===== config.mk =====
export PLATFORM = sky130hd
export DESIGN_NAME = async_rx_clock_data_recovery
export DESIGN_NICKNAME = d
export VERILOG_FILES = /design/src/rtl/rx_recovery_pkg.sv /design/src/rtl/async_rx_clock_data_recovery.sv
export SDC_FILE = /design/constraint.sdc
export NUM_CORES = 1
export LEC_CHECK = 0
export ABC_AREA = 1
export BUFFER_PORTS_ARGS = -buffer_cell sky130_fd_sc_hd__buf_2
export CELL_PAD_IN_SITES_DETAIL_PLACEMENT = 1
export CELL_PAD_IN_SITES_GLOBAL_PLACEMENT = 1
export CORE_MARGIN = 5
export CORE_UTILIZATION = 45
export CTS_CLUSTER_SIZE = 25
export DETAILED_ROUTE_END_ITERATION = 16
export PLACE_DENSITY = 0.84
export SYNTH_ARGS = -nofsm -noshare
export SYNTH_HDL_FRONTEND = slang
export SYNTH_SLANG_ARGS = --single-unit

===== constraint.sdc =====
create_clock -name core_clk -period 4.49 [get_ports core_clk]
set_clock_uncertainty 0.2 [all_clocks]
set_input_delay 0.6735 -clock core_clk [delete_from_list [all_inputs] [get_ports core_clk]]
set_output_delay 0.6735 -clock core_clk [all_outputs]
set_load 0.02 [all_outputs]

===== src/rtl/rx_recovery_pkg.sv =====
// Package for the asynchronous receive clock and data recovery block.
// Assumes one system clock; sample tick is produced inside the block.
package rx_recovery_pkg;

  localparam int unsigned TICK_DIV_W = 16;
  localparam logic [3:0] SAMPLES_NORMAL_LAST = 4'hf;
  localparam logic [3:0] SAMPLES_DOUBLE_LAST = 4'h7;
  // Voting samples (1-based sample numbers); counter holds number-1
  localparam logic [3:0] VOTE_FIRST_NORMAL = 4'h8;
  localparam logic [3:0] VOTE_FIRST_DOUBLE = 4'h4;
  localparam logic [3:0] DATA_BITS_MIN = 4'h5;
  localparam logic [3:0] DATA_BITS_MAX = 4'ha;
  localparam logic [3:0] DATA_BITS_RESET = 4'h8;
  localparam logic [15:0] TICK_DIV_RESET = 16'h0000;

  typedef enum logic [1:0] {
    RX_IDLE,
    RX_START,
    RX_BITS,
    RX_STOP
  } rx_state_e;

  typedef struct packed {
    logic [9:0] bits;
    logic frameError;
  } rx_frame_s;

endpackage


===== src/rtl/async_rx_clock_data_recovery.sv =====
// Asynchronous receive clock recovery and majority-vote data recovery.
// Assumes a remote transmitter on rxLine and a consumer that takes frameValid.
//
// Behaviour
// - Sample the line at 16x baud normally, 8x baud in double speed.
// - Double speed oversampling applies when doubleSpeedSelect is one.
// - Start qualification begins on idle-high to low; first low sample is one.
// - Start judged on samples 8,9,10 normal, or 4,5,6 double speed.
// - Two or more high start samples reject start; search for next edge.
// - Bit timing is resynchronised on every accepted start bit.
// - Recovery steps 16 states per bit normal, 8 in double speed.
// - Each bit decided by majority of its three centre samples.
// - Capture through first stop bit; further stop bits are ignored.
// - Voted first stop bit of zero sets the frame error flag.
// - Ready for next start edge right after last stop voting sample.
// - Character plus parity length from five to ten bits is supported.
// - Frame error travels with its own frame to the buffer.
// - Clearing receiverEnableBit stops recovery at once, abandoning the frame.
`timescale 1ns/1ps
`default_nettype none

module async_rx_clock_data_recovery
  import rx_recovery_pkg::*;
(
  input wire logic core_clk,
  input wire logic rstn,
  input wire logic rxLine,
  input wire logic receiverEnableBit,
  input wire logic doubleSpeedSelect,
  input wire logic [3:0] frameBits,
  input wire logic [15:0] sampleDivisor,
  output logic frameValid,
  output logic [9:0] frameData,
  output logic frameErrorFlag
);

  function automatic logic vote3(input logic [2:0] s);
    vote3 = (s[0] & s[1]) | (s[0] & s[2]) | (s[1] & s[2]);
  endfunction

  // Synchroniser; first stage feeds only the second
  // Third flop holds the sample that the edge detector and the votes use
  logic syncA_q, syncB_q, lineSeen_q;
  logic syncA_d, syncB_d, lineSeen_d;

  always_comb begin
    syncA_d = rxLine;
    syncB_d = syncA_q;
    lineSeen_d = syncB_q;
  end

  always_ff @(posedge core_clk) begin
    if (!rstn) begin
      syncA_q <= 1'b1;
      syncB_q <= 1'b1;
      lineSeen_q <= 1'b1;
    end else begin
      syncA_q <= syncA_d;
      syncB_q <= syncB_d;
      lineSeen_q <= lineSeen_d;
    end
  end

  // Sample tick divider: one-cycle pulse every sampleDivisor+1 clocks
  // Reloads while disabled, so the first tick after enable is a full period late
  logic [15:0] divCnt_q, divCnt_d;
  logic tick_q, tick_d;

  always_comb begin
    tick_d = 1'b0;
    divCnt_d = divCnt_q - 16'h0001;
    if (!receiverEnableBit) begin
      divCnt_d = sampleDivisor;
    end else if (divCnt_q == 16'h0000) begin
      divCnt_d = sampleDivisor;
      tick_d = 1'b1;
    end
  end

  always_ff @(posedge core_clk) begin
    if (!rstn) begin
      divCnt_q <= TICK_DIV_RESET;
      tick_q <= 1'b0;
    end else begin
      divCnt_q <= divCnt_d;
      tick_q <= tick_d;
    end
  end

  // Recovery state machine
  rx_state_e state_q, state_d;
  logic [3:0] phase_q, phase_d;
  logic [3:0] bitIdx_q, bitIdx_d;
  logic [2:0] votes_q, votes_d;
  logic [9:0] shift_q, shift_d;
  logic prevLine_q, prevLine_d;
  logic frameValid_d, frameErrorFlag_d;
  logic [9:0] frameData_d;
  logic [3:0] lastPhase, voteFirst, bitCount;
  logic voteNow, voteDone, voted;

  always_comb begin
    lastPhase = doubleSpeedSelect ? SAMPLES_DOUBLE_LAST : SAMPLES_NORMAL_LAST;
    voteFirst = doubleSpeedSelect ? VOTE_FIRST_DOUBLE : VOTE_FIRST_NORMAL;
    // Out-of-range lengths are clamped, not refused
    if (frameBits < DATA_BITS_MIN) begin
      bitCount = DATA_BITS_MIN;
    end else if (frameBits > DATA_BITS_MAX) begin
      bitCount = DATA_BITS_MAX;
    end else begin
      bitCount = frameBits;
    end
    // phase holds sample number-1; samples F, F+1, F+2 are voted
    voteNow = (phase_q >= voteFirst - 4'h1) && (phase_q <= voteFirst + 4'h1);
    voteDone = (phase_q == voteFirst + 4'h1);
    // Only meaningful at voteDone, once all three centre samples are in
    voted = vote3({votes_q[1:0], lineSeen_q});
  end

  always_comb begin
    state_d = state_q;
    phase_d = phase_q;
    bitIdx_d = bitIdx_q;
    votes_d = votes_q;
    shift_d = shift_q;
    prevLine_d = prevLine_q;
    frameValid_d = 1'b0;
    frameData_d = frameData;
    frameErrorFlag_d = frameErrorFlag;
    if (!receiverEnableBit) begin
      // Drop the frame at once; counters restart clean on the next enable
      state_d = RX_IDLE;
      prevLine_d = 1'b1;
      phase_d = 4'h0;
      bitIdx_d = 4'h0;
      votes_d = 3'h7;
      shift_d = 10'h000;
    end else if (tick_q) begin
      prevLine_d = lineSeen_q;
      if (voteNow) begin
        votes_d = {votes_q[1:0], lineSeen_q};
      end
      unique case (state_q)
        RX_IDLE: begin
          // A start needs a high sample then a low one; reset and disable set the history high, so a line low at enable starts a frame
          if (prevLine_q && !lineSeen_q) begin
            state_d = RX_START;
            phase_d = 4'h1;
          end
        end
        RX_START: begin
          phase_d = phase_q + 4'h1;
          if (voteDone) begin
            if (voted) begin
              // Edge history keeps the last sample; a new start needs high then low
              state_d = RX_IDLE;
            end
          end
          if (phase_q == lastPhase) begin
            state_d = RX_BITS;
            phase_d = 4'h0;
            bitIdx_d = 4'h0;
            shift_d = 10'h000;
          end
        end
        RX_BITS: begin
          phase_d = (phase_q == lastPhase) ? 4'h0 : phase_q + 4'h1;
          if (voteDone) begin
            shift_d[bitIdx_q] = voted;
          end
          if (phase_q == lastPhase) begin
            bitIdx_d = bitIdx_q + 4'h1;
            if (bitIdx_q == bitCount - 4'h1) begin
              state_d = RX_STOP;
            end
          end
        end
        RX_STOP: begin
          phase_d = phase_q + 4'h1;
          if (voteDone) begin
            // Edge history keeps the last stop sample, so a low stop bit
            // (a break) cannot pose as the next start edge
            state_d = RX_IDLE;
            frameValid_d = 1'b1;
            frameData_d = shift_q;
            frameErrorFlag_d = ~voted;
          end
        end
      endcase
    end
  end

  always_ff @(posedge core_clk) begin
    if (!rstn) begin
      state_q <= RX_IDLE;
      phase_q <= 4'h0;
      bitIdx_q <= 4'h0;
      votes_q <= 3'h7;
      shift_q <= 10'h000;
      prevLine_q <= 1'b1;
      frameValid <= 1'b0;
      frameData <= 10'h000;
      frameErrorFlag <= 1'b0;
    end else begin
      state_q <= state_d;
      phase_q <= phase_d;
      bitIdx_q <= bitIdx_d;
      votes_q <= votes_d;
      shift_q <= shift_d;
      prevLine_q <= prevLine_d;
      frameValid <= frameValid_d;
      frameData <= frameData_d;
      frameErrorFlag <= frameErrorFlag_d;
    end
  end

endmodule

`default_nettype wire


==> impl_metrics.ini <==
[outcome]
status = completed

[synthesis]
synth_ff_type = dfxtp_1
synth-edff-count = 0
yosysMostFrequentCell = nor2_1
yosys-top-cells-count = nor2_1, dfxtp_1, nand2_1
yosysWarnings = 0
syn_inst = 376
syn_nets = 419
synth-seq-cells = 55
ys_async_sr_fraction_pct = 0
synth_largest_area_cell = dfxtp_1
synth.area.top_cells = dfxtp_1, ha_1, nor2_1
synth_top_area_share_pct = 38.5
synth_area_per_cell_um2 = 7.60
synth_cell_type_count = 40
yosysSeqAreaShare_pct = 38.5
netlist_area_um2 = 2860

[timing]
min_period_ns = 2.44
grt_setup_unrepaired = false
fin_crit_sh_pct = 54.4
finalWorstSetupSlack_ns = 2.05
worst_pin_slew_ns = 0.630
timing.hold.ws_ns = 0.220
setup_violations = 0
slew_violations = 0
setup-tns-final_ns = 0
max_slew_margin_pct = 58.0
fmax_mhz = 409
hold_violations = 0

[power_and_ir_drop]
p_total_mw = 0.924
power_leakage_nw = 1.40
power_frac_clock_pct = 32.4
seqPwrFrac_pct = 56.1
p_int_mw = 0.661
powerDensity_nw_per_um2 = 290
swShare_pct = 28.4
irDropWorstVdd_uv = 140
p_comb_share_pct = 11.5
p_sw_mw = 0.262

[clocking]
clk_pin_slew_worst_paths_ns = 0.12
cts_resized = 0
htreeDepth = 2
cts.sinks = 55
cts_setup_buffers = 0
cts.path.max_buffers = 2
insertion_delay_ns = 0.32
cts_tree = yes
cts_root_buf = clkbuf_8
cts_hold_buf = 0
numCtsBuffers = 5

[detailed_routing]
antenna_left = 0
drtPass1Iterations = 4
dr_total_vias = 2551
wire_per_inst_um = 13.8
routed_wl_um = 6750
remaining_drc_errors = 0
avgViaCountPerCell = 5.22
dr.first_iter.drc_count = 74

[worst_setup_path]
end_kind = flop
cp.required_ns = 4.50
path_max_fanout = 3
critPathKind = input port to flop
cp_slowest_cell = ha_1
worstPathArrival_ns = 2.45
critPathLaunchType = input port
slowest_delay_ns = 0.32
crit_chain = buf_2 -> nor2_1 -> o21ai_0 -> o21ai_0 -> ha_1 -> inv_1 -> nand2_1 -> nand2_1 -> nor2_1 -> nand3_1 -> nor2_1 -> nand3_1 -> nand2_1 -> nand2_1 -> nor3_1 -> nor2_1

[place]
port_buffers = 36
gp_congestion = 0.833
dpl.hpwl_um = 5270
dp_slack_ns = 1.65

[global_routing]
gr-total-overflow = 0
track_usage_pct = 18.0
grt_pass1_wl_um = 11600
grt_start_max_net_pins = 30
grt_pass1_vias = 2602
antenna_found_initial = 0

[min_path]
min_path_type = flop to flop

[die]
die_y_um = 89.7
rows = 29
io_pins = 37
die_x_um = 89.7
core_area_um2 = 6280
dieArea_um2 = 8040
floorplan.initialDensity_pct = 45.5

[final_layout]
diodes = 0
nNetsFinal = 454
drive_gt1_share_pct = 16.0
fillCellCount = 825
synthToLayoutAreaGrowth_pct = 11.3

[flow_run]
drv_cap = 0
worst paths after layout:
kind / slack (ns) / to / from / cells past startpoint
setup reg to reg: 2.24 / frameErrorFlag / phase_q[3] / 7
setup / recovery: 2.05 / state_q[0] / frameBits[0] / 16
hold reg to reg: 0.22 / lineSeen_d / syncA_q / 1
hold / removal: 0.22 / lineSeen_d / syncA_q / 1
routing by layer:
metal  track usage (%)  routed length (um)
met1              22.3                3130
met2              31.4                3300
met3              3.28                 246
met4              5.68                  75
met5                 0                   0
flip-flops by register name (all words and copies together) (netlist names), named ones only:
name,count
votes_q,2
frameValid,1
lineSeen_q,1
frameData,10
phase_q,4
shift_q,10
tick_q,1
frameErrorFlag,1
divCnt_q,16
lineSeen_d,1
bitIdx_q,4
state_q,1
prevLine_q,1
syncA_q,1
cell families (layout without fill, tap and decap cells):
| family | count (synthesis) | in the layout | share of synthesized area [%] |
|---|---|---|---|
| and+or+nand+nor | 160 | 160 | 26.2 |
| xor gates and xnor gates | 12 | 12 | 3.68 |
| AOI/OAI and AO/OA | 81 | 81 | 16.1 |
| adders and majority gates | 19 | 19 | 8.23 |
| buffers and inverters | 49 | 85 | 7.23 |
| DFF | 55 | 55 | 38.5 |
critical path: cells and delay by family:
family          cells  cell delay [ns]
buf+inv             2             0.15
simple gates       11             0.90
compound gates      2             0.41
fa+ha+maj           1             0.32
per-stage QoR:
step	cell area (um^2)	util [%]	instances
global placement	3080	49.1	481
CTS	3180	50.7	489
detailed placement	3080	49.1	481
global route	3180	50.7	489
floorplan	2860	-	376
finish	3180	50.7	489
power groups by stage:
stage               registers (mW)  clock network [mW]  logic, mW
global route                 0.520               0.329      0.123
detailed placement           0.529                   0      0.107
finish                       0.518               0.299      0.107
global placement             0.528                   0      0.103
CTS                          0.518               0.306      0.108
floorplan                    0.525                   0     0.0810
layout make-up:
class | instances | area [um^2] | share of cell area (%)
clock buffer | 5 | 68.8 | 2.16
sequential | 55 | 1100 | 34.6
tap | 77 | 96.3 | 3.03
clock inverter | 3 | 28.8 | 0.905
multi-input combinational | 272 | 1550 | 48.7
timing repair buffer | 36 | 180 | 5.66
inverter | 41 | 156 | 4.92
cells in the final DEF (no fill, tap or decap), drive strengths merged, types with 7 or more instances in the layout:
cell type  count
o21ai         33
buf           36
nand3         14
nor2          65
nor3           9
dfxtp         55
a211oi         7
a21oi         30
inv           42
ha            18
nand2         56
No activity file was read; power rests on OpenSTA's default activity.
